<file path="config.mk">
export PLATFORM = sky130hd
export DESIGN_NAME = cfp_core
export DESIGN_NICKNAME = d
export VERILOG_FILES = /design/src/cfp_buf2.v /design/src/cfp_axil.v /design/src/cfp_core.v
export VERILOG_INCLUDE_DIRS = /design/src /design/src/src
export SDC_FILE = /design/constraint.sdc
export NUM_CORES = 1
export LEC_CHECK = 0
export ABC_CLOCK_PERIOD_IN_PS = 3630
export BUFFER_PORTS_ARGS = -buffer_cell sky130_fd_sc_hd__buf_2
export CAP_MARGIN = 20
export CORE_MARGIN = 1.5
export CORE_UTILIZATION = 40
export CTS_CLUSTER_SIZE = 8
export DETAILED_ROUTE_END_ITERATION = 10
export PLACE_DENSITY = 0.64
export SLEW_MARGIN = 20
export SYNTH_ARGS = -nofsm -noshare
export SYNTH_HDL_FRONTEND = slang
export SYNTH_HIERARCHICAL = 1
export SYNTH_SLANG_ARGS = --single-unit
</file>
<file path="constraint.sdc">
create_clock -name sys_clk -period 3.63 [get_ports sys_clk]
set_input_delay 0.363 -clock sys_clk [delete_from_list [all_inputs] [get_ports sys_clk]]
set_output_delay 0.363 -clock sys_clk [all_outputs]
set_load 0.005 [all_outputs]
</file>
<file path="src/cfp_regs.vh">
// Register map, field layout and constants of the fetch port block
`ifndef CFP_REGS_VH
`define CFP_REGS_VH
`define CFP_REG_CTRL 8'h00
`define CFP_REG_TARGET 8'h04
`define CFP_REG_STATUS 8'h08
`define CFP_REG_FETCH_DATA 8'h0C
`define CFP_REG_PC 8'h10
`define CFP_REG_COUNT 8'h14
`define CFP_CTRL_RUN 0
`define CFP_CTRL_ISA 1
`define CFP_CTRL_BRANCH 2
`define CFP_CTRL_DBGCLR 3
`define CFP_CTRL_MODE_LO 8
`define CFP_CTRL_MODE_HI 12
`define CFP_MODE_USER 5'h10
`define CFP_MODE_SVC 5'h13
`define CFP_RESET_PC 32'h00000000
`define CFP_ST_DEBUG 0
`define CFP_ST_ABORT 1
`define CFP_ST_RUN 2
`define CFP_ST_BUFV 3
`define CFP_RESP_OKAY 2'h0
`define CFP_RESP_SLVERR 2'h2
`endif

</file>
<file path="src/cfp_buf2.v">
// Two-entry buffer with valid and ready on both sides
`timescale 1ns/100ps
`default_nettype none
module cfp_buf2 #(
    parameter WIDTH = 34
) (
    input wire sys_clk,
    input wire rst_n,
    input wire in_valid,
    output wire in_ready,
    input wire [WIDTH-1:0] in_data,
    output wire out_valid,
    input wire out_ready,
    output wire [WIDTH-1:0] out_data
);
    reg [WIDTH-1:0] mem_ff [0:1];
    reg wr_ptr_ff;
    reg rd_ptr_ff;
    reg [1:0] count_ff;
    wire push;
    wire pop;
    assign in_ready = (count_ff != 2'h2);
    assign out_valid = (count_ff != 2'h0);
    assign out_data = mem_ff[rd_ptr_ff];
    assign push = in_valid && in_ready;
    assign pop = out_valid && out_ready;
    always @(posedge sys_clk)
    begin
        if (!rst_n)
        begin
            wr_ptr_ff <= 1'b0;
            rd_ptr_ff <= 1'b0;
            count_ff <= 2'h0;
        end
        else
        begin
            if (push)
            begin
                mem_ff[wr_ptr_ff] <= in_data;
                wr_ptr_ff <= ~wr_ptr_ff;
            end
            if (pop)
                rd_ptr_ff <= ~rd_ptr_ff;
            if (push && !pop)
                count_ff <= count_ff + 2'h1;
            else if (pop && !push)
                count_ff <= count_ff - 2'h1;
        end
    end
endmodule
`default_nettype wire

</file>
<file path="src/cfp_axil.v">
// AXI4-Lite register slave for the fetch port block
`timescale 1ns/100ps
`default_nettype none
`include "cfp_regs.vh"
module cfp_axil (
    input wire sys_clk,
    input wire rst_n,
    input wire [7:0] s_axi_awaddr,
    input wire s_axi_awvalid,
    output reg s_axi_awready,
    input wire [31:0] s_axi_wdata,
    input wire [3:0] s_axi_wstrb,
    input wire s_axi_wvalid,
    output reg s_axi_wready,
    output reg [1:0] s_axi_bresp,
    output reg s_axi_bvalid,
    input wire s_axi_bready,
    input wire [7:0] s_axi_araddr,
    input wire s_axi_arvalid,
    output reg s_axi_arready,
    output reg [31:0] s_axi_rdata,
    output reg [1:0] s_axi_rresp,
    output reg s_axi_rvalid,
    input wire s_axi_rready,
    output reg wr_en,
    output reg [7:0] wr_addr,
    output reg [31:0] wr_data,
    output reg [3:0] wr_strb,
    input wire wr_ok,
    output wire [7:0] rd_addr,
    input wire [31:0] rd_data,
    input wire rd_ok
);
    // ====================================================================
    // Write channel: address and data taken in either order
    reg aw_have_ff;
    reg w_have_ff;
    reg [7:0] aw_ff;
    reg [31:0] w_ff;
    reg [3:0] ws_ff;
    reg [7:0] ar_ff;
    always @(posedge sys_clk)
    begin
        if (!rst_n)
        begin
            aw_have_ff <= 1'b0;
            w_have_ff <= 1'b0;
            aw_ff <= 8'h00;
            w_ff <= 32'h00000000;
            ws_ff <= 4'h0;
            s_axi_awready <= 1'b0;
            s_axi_wready <= 1'b0;
            s_axi_bvalid <= 1'b0;
            s_axi_bresp <= `CFP_RESP_OKAY;
            wr_en <= 1'b0;
            wr_addr <= 8'h00;
            wr_data <= 32'h00000000;
            wr_strb <= 4'h0;
        end
        else
        begin
            wr_en <= 1'b0;
            s_axi_awready <= !aw_have_ff && !s_axi_awready && !s_axi_bvalid && !wr_en;
            s_axi_wready <= !w_have_ff && !s_axi_wready && !s_axi_bvalid && !wr_en;
            if (s_axi_awvalid && s_axi_awready)
            begin
                aw_have_ff <= 1'b1;
                aw_ff <= s_axi_awaddr;
                s_axi_awready <= 1'b0;
            end
            if (s_axi_wvalid && s_axi_wready)
            begin
                w_have_ff <= 1'b1;
                w_ff <= s_axi_wdata;
                ws_ff <= s_axi_wstrb;
                s_axi_wready <= 1'b0;
            end
            if (aw_have_ff && w_have_ff && !s_axi_bvalid && !wr_en)
            begin
                wr_en <= 1'b1;
                wr_addr <= aw_ff;
                wr_data <= w_ff;
                wr_strb <= ws_ff;
            end
            if (wr_en)
            begin
                aw_have_ff <= 1'b0;
                w_have_ff <= 1'b0;
                s_axi_bvalid <= 1'b1;
                s_axi_bresp <= wr_ok ? `CFP_RESP_OKAY : `CFP_RESP_SLVERR;
            end
            if (s_axi_bvalid && s_axi_bready)
                s_axi_bvalid <= 1'b0;
        end
    end
    // ====================================================================
    // Read channel: one cycle from address to data
    assign rd_addr = ar_ff;
    reg ar_have_ff;
    always @(posedge sys_clk)
    begin
        if (!rst_n)
        begin
            ar_ff <= 8'h00;
            ar_have_ff <= 1'b0;
            s_axi_arready <= 1'b0;
            s_axi_rvalid <= 1'b0;
            s_axi_rdata <= 32'h00000000;
            s_axi_rresp <= `CFP_RESP_OKAY;
        end
        else
        begin
            s_axi_arready <= !ar_have_ff && !s_axi_arready && !s_axi_rvalid;
            if (s_axi_arvalid && s_axi_arready)
            begin
                ar_ff <= s_axi_araddr;
                ar_have_ff <= 1'b1;
                s_axi_arready <= 1'b0;
            end
            if (ar_have_ff)
            begin
                ar_have_ff <= 1'b0;
                s_axi_rvalid <= 1'b1;
                s_axi_rdata <= rd_data;
                s_axi_rresp <= rd_ok ? `CFP_RESP_OKAY : `CFP_RESP_SLVERR;
            end
            if (s_axi_rvalid && s_axi_rready)
                s_axi_rvalid <= 1'b0;
        end
    end
endmodule
`default_nettype wire

</file>
<file path="src/cfp_core.v">
// Instruction fetch port and clocking of a processor core, with register access
//
// Summary of operation
// - Outputs change, inputs sampled, on rising edge
// - Stretched clock tolerated; waits via enable input
// - Wait-state enable low freezes fetch and execute state; register writes still apply
// - State-advance output shows cycles that advance
// - Fetch address spans bits 31 to 1
// - Breakpointed fetch enters debug when executed
// - Request low when next cycle needs fetch
// - Five-bit mode valid with fetch address
// - Privilege low in user, high otherwise
// - Sequential high when next fetch follows last
// - ISA state high for compact instruction set
// - Cancel marks previous cycle request as void
//
// Implementation choices: the AXI4-Lite slave port and the address map.
`timescale 1ns/100ps
`default_nettype none
`include "cfp_regs.vh"
module cfp_core (
    input wire sys_clk,
    input wire rst_n,
    input wire wait_state_enable,
    output reg state_advance_out,
    output reg [31:1] fetch_address,
    input wire fetch_abort,
    input wire [31:0] fetch_data,
    input wire fetch_breakpoint,
    output reg fetch_request_n,
    output reg [4:0] fetch_mode,
    output reg fetch_privileged,
    output reg fetch_sequential,
    output reg fetch_isa_state,
    output reg fetch_cancel,
    input wire [7:0] s_axi_awaddr,
    input wire s_axi_awvalid,
    output wire s_axi_awready,
    input wire [31:0] s_axi_wdata,
    input wire [3:0] s_axi_wstrb,
    input wire s_axi_wvalid,
    output wire s_axi_wready,
    output wire [1:0] s_axi_bresp,
    output wire s_axi_bvalid,
    input wire s_axi_bready,
    input wire [7:0] s_axi_araddr,
    input wire s_axi_arvalid,
    output wire s_axi_arready,
    output wire [31:0] s_axi_rdata,
    output wire [1:0] s_axi_rresp,
    output wire s_axi_rvalid,
    input wire s_axi_rready
);
    // ====================================================================
    // Register bus
    wire wr_en;
    wire [7:0] wr_addr;
    wire [31:0] wr_data;
    wire [3:0] wr_strb;
    wire [7:0] rd_addr;
    reg [31:0] rd_data;
    reg rd_ok;
    reg wr_ok;
    cfp_axil u_bus (
        .sys_clk(sys_clk),
        .rst_n(rst_n),
        .s_axi_awaddr(s_axi_awaddr),
        .s_axi_awvalid(s_axi_awvalid),
        .s_axi_awready(s_axi_awready),
        .s_axi_wdata(s_axi_wdata),
        .s_axi_wstrb(s_axi_wstrb),
        .s_axi_wvalid(s_axi_wvalid),
        .s_axi_wready(s_axi_wready),
        .s_axi_bresp(s_axi_bresp),
        .s_axi_bvalid(s_axi_bvalid),
        .s_axi_bready(s_axi_bready),
        .s_axi_araddr(s_axi_araddr),
        .s_axi_arvalid(s_axi_arvalid),
        .s_axi_arready(s_axi_arready),
        .s_axi_rdata(s_axi_rdata),
        .s_axi_rresp(s_axi_rresp),
        .s_axi_rvalid(s_axi_rvalid),
        .s_axi_rready(s_axi_rready),
        .wr_en(wr_en),
        .wr_addr(wr_addr),
        .wr_data(wr_data),
        .wr_strb(wr_strb),
        .wr_ok(wr_ok),
        .rd_addr(rd_addr),
        .rd_data(rd_data),
        .rd_ok(rd_ok)
    );

    // ====================================================================
    // Control and state registers
    reg run_ff;
    reg isa_ff;
    reg [4:0] mode_ff;
    reg [31:0] target_ff;
    reg branch_req_ff;
    reg debug_ff;
    reg abort_seen_ff;
    reg [31:0] last_fetch_data_ff;
    reg [31:0] exec_pc_ff;
    reg [31:0] exec_count_ff;
    reg [31:0] pc_ff;
    reg pend_ff;
    reg due_ff;
    reg [31:0] pend_addr_ff;
    reg cancel_ff;

    // Pipeline advances only in cycles with the enable high
    wire adv = wait_state_enable;
    wire run_go = run_ff && !debug_ff;

    // ====================================================================
    // Fetched words queue toward execute; a stalled execute back-pressures fetch
    wire buf_in_ready;
    wire buf_out_valid;
    wire [33:0] buf_out_data;
    wire [31:0] buf_out_pc;
    reg [31:0] buf_pc_ff [0:1];
    reg bpw_ff;
    reg bpr_ff;
    // Take a word only for a live, non-cancelled request
    wire take = adv && due_ff && !cancel_ff && buf_in_ready;
    wire exec_ready = adv;
    cfp_buf2 #(
        .WIDTH(34)
    ) u_buf (
        .sys_clk(sys_clk),
        .rst_n(rst_n),
        .in_valid(take),
        .in_ready(buf_in_ready),
        .in_data({fetch_breakpoint, fetch_abort, fetch_data}),
        .out_valid(buf_out_valid),
        .out_ready(exec_ready),
        .out_data(buf_out_data)
    );
    assign buf_out_pc = buf_pc_ff[bpr_ff];
    wire exec_fire = buf_out_valid && exec_ready;

    // Space check uses only the buffer's ready now; words still in flight are not counted
    wire want_fetch = run_go && !branch_req_ff && buf_in_ready;

    // ====================================================================
    // Next fetch state
    reg [31:0] nxt_pc;
    reg nxt_req;
    reg nxt_seq;
    reg nxt_cancel;
    always @*
    begin
        nxt_pc = pc_ff;
        nxt_req = 1'b0;
        nxt_seq = 1'b0;
        nxt_cancel = 1'b0;
        if (branch_req_ff)
        begin
            nxt_pc = target_ff;
            // A request already issued to the old stream is voided
            nxt_cancel = pend_ff;
        end
        else if (want_fetch)
        begin
            nxt_req = 1'b1;
            nxt_seq = pend_ff;
            nxt_pc = pend_ff ? pc_ff + (isa_ff ? 32'h00000002 : 32'h00000004) : pc_ff;
        end
    end

    // ====================================================================
    // Fetch port and core state; everything is on the rising edge
    always @(posedge sys_clk)
    begin
        if (!rst_n)
        begin
            state_advance_out <= 1'b0;
            fetch_address <= 31'h00000000;
            fetch_request_n <= 1'b1;
            fetch_mode <= `CFP_MODE_SVC;
            fetch_privileged <= 1'b1;
            fetch_sequential <= 1'b0;
            fetch_isa_state <= 1'b0;
            fetch_cancel <= 1'b0;
            pc_ff <= `CFP_RESET_PC;
            pend_ff <= 1'b0;
            due_ff <= 1'b0;
            pend_addr_ff <= 32'h00000000;
            cancel_ff <= 1'b0;
            debug_ff <= 1'b0;
            abort_seen_ff <= 1'b0;
            last_fetch_data_ff <= 32'h00000000;
            exec_pc_ff <= 32'h00000000;
            exec_count_ff <= 32'h00000000;
            bpw_ff <= 1'b0;
            bpr_ff <= 1'b0;
            branch_req_ff <= 1'b0;
        end
        else
        begin
            state_advance_out <= adv;
            if (wr_en && wr_addr == `CFP_REG_CTRL && wr_strb[0] && wr_data[`CFP_CTRL_BRANCH])
                branch_req_ff <= 1'b1;
            // Clear first, so a same-cycle set below still wins
            if (wr_en && wr_addr == `CFP_REG_CTRL && wr_strb[0] && wr_data[`CFP_CTRL_DBGCLR])
            begin
                debug_ff <= 1'b0;
                abort_seen_ff <= 1'b0;
            end
            if (adv)
            begin
                if (branch_req_ff)
                    branch_req_ff <= 1'b0;
                pend_ff <= nxt_req;
                due_ff <= pend_ff;
                pend_addr_ff <= pc_ff;
                cancel_ff <= nxt_cancel;
                pc_ff <= nxt_pc;
                fetch_request_n <= !nxt_req;
                fetch_sequential <= nxt_seq;
                fetch_cancel <= nxt_cancel;
                fetch_address <= nxt_pc[31:1];
                fetch_mode <= mode_ff;
                fetch_privileged <= (mode_ff != `CFP_MODE_USER);
                fetch_isa_state <= isa_ff;
                if (take)
                begin
                    buf_pc_ff[bpw_ff] <= pend_addr_ff;
                    bpw_ff <= ~bpw_ff;
                end
                if (exec_fire)
                begin
                    bpr_ff <= ~bpr_ff;
                    exec_pc_ff <= buf_out_pc;
                    // Breakpoint acts only once its word reaches execute
                    if (buf_out_data[33])
                        debug_ff <= 1'b1;
                    else if (buf_out_data[32])
                        abort_seen_ff <= 1'b1;
                    else
                    begin
                        last_fetch_data_ff <= buf_out_data[31:0];
                        exec_count_ff <= exec_count_ff + 32'h00000001;
                    end
                end
            end
        end
    end

    // ====================================================================
    // Software registers
    always @(posedge sys_clk)
    begin
        if (!rst_n)
        begin
            run_ff <= 1'b0;
            isa_ff <= 1'b0;
            mode_ff <= `CFP_MODE_SVC;
            target_ff <= `CFP_RESET_PC;
        end
        else if (wr_en)
        begin
            if (wr_addr == `CFP_REG_CTRL)
            begin
                if (wr_strb[0])
                begin
                    run_ff <= wr_data[`CFP_CTRL_RUN];
                    isa_ff <= wr_data[`CFP_CTRL_ISA];
                end
                if (wr_strb[1])
                    mode_ff <= wr_data[`CFP_CTRL_MODE_HI:`CFP_CTRL_MODE_LO];
            end
            else if (wr_addr == `CFP_REG_TARGET)
            begin
                if (wr_strb[0])
                    target_ff[7:0] <= wr_data[7:0];
                if (wr_strb[1])
                    target_ff[15:8] <= wr_data[15:8];
                if (wr_strb[2])
                    target_ff[23:16] <= wr_data[23:16];
                if (wr_strb[3])
                    target_ff[31:24] <= wr_data[31:24];
            end
        end
    end

    always @*
    begin
        wr_ok = (wr_addr == `CFP_REG_CTRL) || (wr_addr == `CFP_REG_TARGET);
        rd_ok = 1'b1;
        case (rd_addr)
            `CFP_REG_CTRL: rd_data = {19'h00000, mode_ff, 6'h00, isa_ff, run_ff};
            `CFP_REG_TARGET: rd_data = target_ff;
            `CFP_REG_STATUS: rd_data = {28'h0000000, buf_out_valid, run_go,
                abort_seen_ff, debug_ff};
            `CFP_REG_FETCH_DATA: rd_data = last_fetch_data_ff;
            `CFP_REG_PC: rd_data = exec_pc_ff;
            `CFP_REG_COUNT: rd_data = exec_count_ff;
            default:
            begin
                rd_data = 32'h00000000;
                rd_ok = 1'b0;
            end
        endcase
    end
endmodule
`default_nettype wire

</file>
Word-level counts from Yosys, hierarchy flattened

Memories as Yosys holds them, arrays and structs flattened. A register that Yosys moved wholly into a read port is not among the register bits.
Cells that the tools add are included.

Register bits: 330
Output and inout port bits: 83
Memories: 2
Bits in writable memories: 132

Memory list:

| memory       | words | bits a word | rd ports | clocked after memory_dff | write ports | line           | text |
|---|---|---|---|---|---|---|---|
| u_buf.mem_ff | 2     | 34          | 1        | 1                        | 1           | cfp_buf2.v:16  | `reg [WIDTH-1:0] mem_ff [0:1];` |
| buf_pc_ff    | 2     | 32          | 1        | 1                        | 1           | cfp_core.v:122 | `reg [31:0] buf_pc_ff [0:1];` |

Mux-type cells: 38
Add/sub/neg operators: 4
Bitwise operators: 8
Reduce and logical (&&, ||, !) cells: 71
Equal/unequal tests: 8

Operators with widths:

| kind                    | count |
|---|---|
| $pmux W32 S6            | 1 |
| $mux W32                | 3 |
| $add A32 B1 Y32 const B | 1 |
| $add A32 B3 Y32         | 1 |
| $logic_and A1 B1 Y1     | 30 |
| $mux W1                 | 29 |
| $reduce_and A4 Y1       | 5 |
| $eq A8 B3 Y1 const B    | 2 |
| $eq A8 B4 Y1 const B    | 2 |
| $eq A8 B5 Y1 const B    | 2 |
| $logic_not A1 Y1        | 16 |
| $logic_not A8 Y1        | 2 |
| $reduce_or A2 Y1        | 7 |
| $reduce_and A3 Y1       | 3 |
| $mux W2                 | 4 |
| $not A1 Y1              | 8 |
| $reduce_bool A2 Y1      | 4 |
| $reduce_or A6 Y1        | 1 |
| $ne A5 B5 Y1 const B    | 1 |
| $reduce_and A2 Y1       | 2 |
| $mux W3                 | 1 |
| $add A2 B1 Y2 const B   | 1 |
| $ne A2 B2 Y1 const B    | 1 |
| $sub A2 B1 Y2 const B   | 1 |
| $logic_or A1 B1 Y1      | 1 |

Logic depth before layout (Yosys ltp)

Depth in word-level cells: 9
Depth in mapped cells: 10
Mapped depth without buffers: 10

Modules after synthesis

The synthesis kept the hierarchy.

Modules (own cells, without submodules):

| module   | cells an instance | times used | sequential area each (um2) | area each (um2) |
|---|---|---|---|---|
| cfp_core | 1324              | 1          | 6266.0                     | 12528.3 |
| cfp_axil | 565               | 1          | 2782.7                     | 5621.6 |
| cfp_buf2 | 133               | 1          | 2142.1                     | 2683.8 |

Least setup slack after synthesis

OpenSTA, ideal clock, no wires.

Path kind: input to register
Start point: input port wait_state_enable
End point: memory u_buf.mem_ff[0][0], enable pin
Path buffers: 1
Library setup time: 0.425 ns
Arrival time: 2.572 ns
Stages: 5
Slack: 0.633 ns
Cell sequence: buf_2 > inv_1 > nor3_1 > nand3_1 > nor2_1

Word-level cells in the longest chain between the ends: 7

Ends and longest elaborated chain:

| what                             | line           | text |
|---|---|---|
| start, declared                  | cfp_core.v:24  | `input wire wait_state_enable,` |
| $logic_and A1 B1 Y1 (3 in a row) | cfp_core.v:126 | `wire take = adv && due_ff && !cancel_ff && buf_in_ready;` |
| net take                         | cfp_core.v:126 |  |
| $logic_and A1 B1 Y1              | cfp_buf2.v:25  | `assign push = in_valid && in_ready;` |
| $mux W1                          | cfp_buf2.v:37  | `if (push)` |
| $mux W1                          | cfp_buf2.v:29  | `if (!rst_n)` |
| $mux W1 (implied by the code)    | cfp_buf2.v:39  | `mem_ff[wr_ptr_ff] <= in_data;` |
| end, declared                    | cfp_buf2.v:16  |  |

The timed path passes the listed nets, and every way through them passes these cells.

Worst setup path after layout

Start point: register isa_ff
End point: register pc_ff[23]

Word-level cells in the longest chain between the ends: 5

Ends and longest elaborated chain:

| what                   | line           | text |
|---|---|---|
| start, declared        | cfp_core.v:97  | `reg isa_ff;` |
| start signal, assigned | cfp_core.v:269 | `` isa_ff <= wr_data[`CFP_CTRL_ISA]; `` |
| $mux W3                | cfp_core.v:168 | `nxt_pc = pend_ff ? pc_ff + (isa_ff ? 32'h00000002 : 32'h00000004) : pc_ff;` |
| $add A32 B3 Y32        | cfp_core.v:168 |  |
| $mux W32               | cfp_core.v:168 |  |
| $mux W32               | cfp_core.v:164 | `else if (want_fetch)` |
| $mux W32               | cfp_core.v:158 | `if (branch_req_ff)` |
| end signal, assigned   | cfp_core.v:186 | `` pc_ff <= `CFP_RESET_PC; `` |
| end signal, assigned   | cfp_core.v:219 | `pc_ff <= nxt_pc;` |
| end, declared          | cfp_core.v:106 | `reg [31:0] pc_ff;` |

No other way between the ends. The select of a mux whose other input is x is not followed.
A chain may end at the register's enable or synchronous reset.

==> key figures <==
Clock network
  • TritonCTS clock tree: yes
  • Clk Latency, worst-skew pair: 0.60 ns
  • Clock Sinks: 493
  • CTS-repair resized insts: 0
  • CTS HTree Levels: 3
  • Clock root buffer: clkbuf_16
  • Clk slew on worst S/H paths: 0.05 ns
  • Clock Tree Buf Depth: 3
  • Post CTS Setup Buffer Count: 0
  • Total CTS buffers: 71

Drt
  • Routed len/inst: 19.7 um
  • Residual DRC: 0
  • DRT Pass-1 Iters: 5
  • Routed vias: 15564
  • Via density: 5.40
  • Antenna viol nets, final: 0
  • Drt first-iter violations: 1105
  • Drt total wl: 56700 um

Place
  • Gp weighted congestion: 0.875
  • Port Buffers: 174
  • DP HPWL: 38600 um
  • Area after DPL: 21900 um2

Finish
  • Area Growth Syn to Fin: 16.8%
  • Nets: 2260
  • Design Area, Final: 24300 um2
  • Share of cells above drive strength 1: 17.2%
  • Number of fill cells in the layout: 4739

Logic synthesis
  • #FFs+latches synth: 493
  • Synthesized instance count: 2022
  • EDFF count, synth: 132
  • Async set-reset flop share out of synthesis: 0%
  • Mapped Area: 20800 um2
  • Synth Flop Type: dfxtp_1
  • Synth top area share: 34.7%
  • Seq/Total Area, Yosys: 53.7%
  • Area leader, netlist: dfxtp_1
  • Ranking of synthesized cells by area: dfxtp_1 35%, edfxtp_1 19%, mux2i_1 8.2%, nand2_1 4.9%, mux2_2 3.2%
  • Syn avg cell area: 10.3 um2
  • Synth unique cells: 73
  • Synth Warn #: 6

Timing
  • Worst slew pin tran: 1.03 ns
  • Fin. Hold Viols: 0
  • Clock Skews: 0.0276 ns
  • Final Slew Violations: 0
  • Slew Limit Headroom: 31.3%
  • Maximum clock frequency: 340 MHz
  • Final setup fails: 0
  • RSZ-0062 raised after global routing: false
  • Tcrit/Tclk final: 81.0%
  • Period minus WS final: 2.94 ns
  • Setup_tns: 0 ns

Floorplan
  • Ports: 177
  • Die width: 231 um
  • Die H: 231 um
  • Die area: 53500 um2
  • CORE AREA: 51400 um2
  • Initial core utilization: 40.5%
  • # rows: 83

Pwr
  • Worst vdd ir: 0.000354 V
  • Internal Power: 0.00978 W
  • Clock share of power: 47.4%
  • Seq pwr share: 46.6%
  • Power density over cell area: 522 nW/um2
  • Switching Power: 0.00292 W
  • Pleak: 8.83 nW
  • Switching Fraction: 23.0%
  • Combinational Power Share: 6.0%

GRT
  • Vias in the first global route: 15081
  • Largest net degree at the start of global routing: 86
  • Global-route wire length before repair: 87200 um
  • Initial antenna violation count: 1
  • Total GRT Usage: 21.0%
  • Grt total ovfl: 0

Worst setup path
  • Crit end category: flip-flop
  • Critical path required time: 4.13 ns
  • CP Class: reg -> reg
  • Critical Path AT: 3.44 ns
  • CP max FO: 8
  • Path depth of the worst reg2reg path: 9
  • Critical R2R Launch: isa_ff
  • FF-to-FF setup slack: 0.69 ns
  • CP startpoint kind: flip-flop
  • Worst r2r dst: pc_ff[23]

Hold path
  • Worst hold path startpoint: s_axi_rready
  • Hold crit path type: in -> reg
  • Hold EP: u_bus/s_axi_rvalid
  • Hold Crit Depth: 3

Job
  • Count of max-cap constraint violations: 0

Outcome
  • Status: finished, final reports clean
## cells by family (layout without fill, tap and decap cells)
group | Yosys count | count (layout) | synth area share [%]
flip-flops | 493 | 493 | 53.7
XOR/XNOR | 31 | 31 | 1.30
adder cells (fa/ha/maj) | 5 | 5 | 0.336
AND/OR/NAND/NOR | 691 | 691 | 16.0
other | 1 | 3 | 0.0180
AO/OA/AOI/OAI | 375 | 375 | 12.0
multiplexers | 236 | 236 | 12.0
buffers and inverters | 190 | 370 | 4.64
## placed cells by master, fill, tap and decap left out, types with 5 or more instances in the layout
master / n
a21oi_1: 91
xnor2_1: 15
mux2_2: 60
and3_1: 73
nor3b_1: 8
nand4_1: 16
a211oi_1: 39
mux4_2: 5
nor3_1: 26
dlygate4sd3_1: 34
a31oi_1: 5
nand2_1: 272
a22oi_1: 24
a22o_1: 7
a21boi_0: 52
mux2i_1: 171
inv_1: 12
clkbuf_16: 72
dfxtp_1: 358
nand3_1: 54
nor2_1: 140
nor2b_1: 38
edfxtp_1: 132
buf_4: 33
or3_1: 10
and4_1: 7
o21a_1: 58
clkbuf_1: 36
o21ai_0: 51
buf_2: 173
and2_1: 11
a21boi_1: 5
o211a_1: 5
xor2_1: 16
## worst max-delay path, cell delays in order, from the launching register on
cell,delay [ns]
dfxtp_1,0.44
ha_1,0.21
inv_1,0.05
fa_1,0.40
nand3b_2,0.32
nor4_4,0.54
buf_4,0.24
nand2_4,0.05
or4_1,0.41
a31oi_1,0.19
## metrics by stage
step	worst slack, ns	total power (W)	instances	utilization [%]	hold WS, ns
3_3_place_gp	0.785	0.00673	2734	42.7	0.429
4_1_cts	0.706	0.0128	2883	47.3	0.00934
2_1_floorplan	0.633	0.00649	2023	-	0.425
3_5_place_dp	0.801	0.00675	2734	42.7	0.437
5_1_grt	0.514	0.0131	2883	47.3	0.0249
6_report	0.689	0.0127	2884	47.3	0.0405
## flip-flops by register name, summed over array words and instances (netlist names), 8 cells and up, named ones only
| signal | count |
|---|---|
| last_fetch_data_ff | 32 |
| exec_pc_ff | 32 |
| target_ff | 32 |
| pend_addr_ff | 32 |
| u_bus/wr_data | 32 |
| buf_pc_ff | 64 |
| u_bus/w_ff | 32 |
| u_bus/rd_addr | 8 |
| pc_ff | 32 |
| exec_count_ff | 32 |
| u_buf/mem_ff | 68 |
| u_bus/aw_ff | 8 |
| u_bus/s_axi_rdata | 32 |
| u_bus/wr_addr | 8 |
## layout make-up
cell class | instances | area, um2 | share of cell area, %
inverters | 13 | 53.8 | 0.221
multi-input cells | 1340 | 8700 | 35.8
flip-flops and latches | 493 | 11200 | 46.0
well taps | 680 | 851 | 3.50
repair buffers | 242 | 1490 | 6.11
clock buffers | 109 | 1950 | 8.02
diodes | 1 | 2.50 | 0.0103
clock inverters | 6 | 88.8 | 0.365
## worst max-delay path by stage
stage / start / end / slack, ns / depth (start not counted)
6_report: isa_ff / pc_ff[23] / 0.69 / 9
5_1_grt: isa_ff / pc_ff[23] / 0.51 / 9
4_1_cts: isa_ff / pc_ff[23] / 0.71 / 9
3_5_place_dp: isa_ff / pc_ff[23] / 0.80 / 9
3_3_place_gp: isa_ff / pc_ff[23] / 0.78 / 9
2_1_floorplan: wait_state_enable / u_buf/mem_ff[0][0] / 0.63 / 5
## power groups by stage
stage / registers [W] / logic (W) / clock network, W
after floorplan: 0.00592 / 0.000576 / 0
after global placement: 0.00601 / 0.000721 / 0
after detailed placement: 0.00602 / 0.000735 / 0
after CTS: 0.00591 / 0.000768 / 0.00614
after global routing: 0.00593 / 0.000835 / 0.00637
final: 0.00592 / 0.000766 / 0.00602
## cell usage after synthesis, drive strengths merged, types with 5 or more instances
master,n
nand4,17
edfxtp,132
mux2i,171
nor2,142
a211oi,39
o211a,5
dfxtp,361
a31oi,5
nor2b,38
inv,13
xnor2,15
xor2,16
or3,11
o21ai,55
and2,12
a22o,7
and3,73
nor4,7
nand2,273
a21boi,57
buf,82
mux4,5
nand3,55
o21a,58
clkbuf,95
nor3b,9
mux2,60
a22oi,24
and4,8
nor3,27
a21oi,91
## per-layer routing
metal / vias up / track usage [%] / part of all wire (%)
met1: 7536 / 27.8 / 44
li1: 7443 / - / -
met2: 477 / 34.3 / 48
met3: 108 / 3.89 / 5.5
met4: 0 / 7.29 / 2.9
met5: - / 0 / 0
## repair_timing
item | in CTS | in global routing
endpoints found under the setup margin | 0 | 0
hold buffers | 34 | 0
endpoints found under the hold margin | 68 | 0
Power figures use the tool's default switching activity.
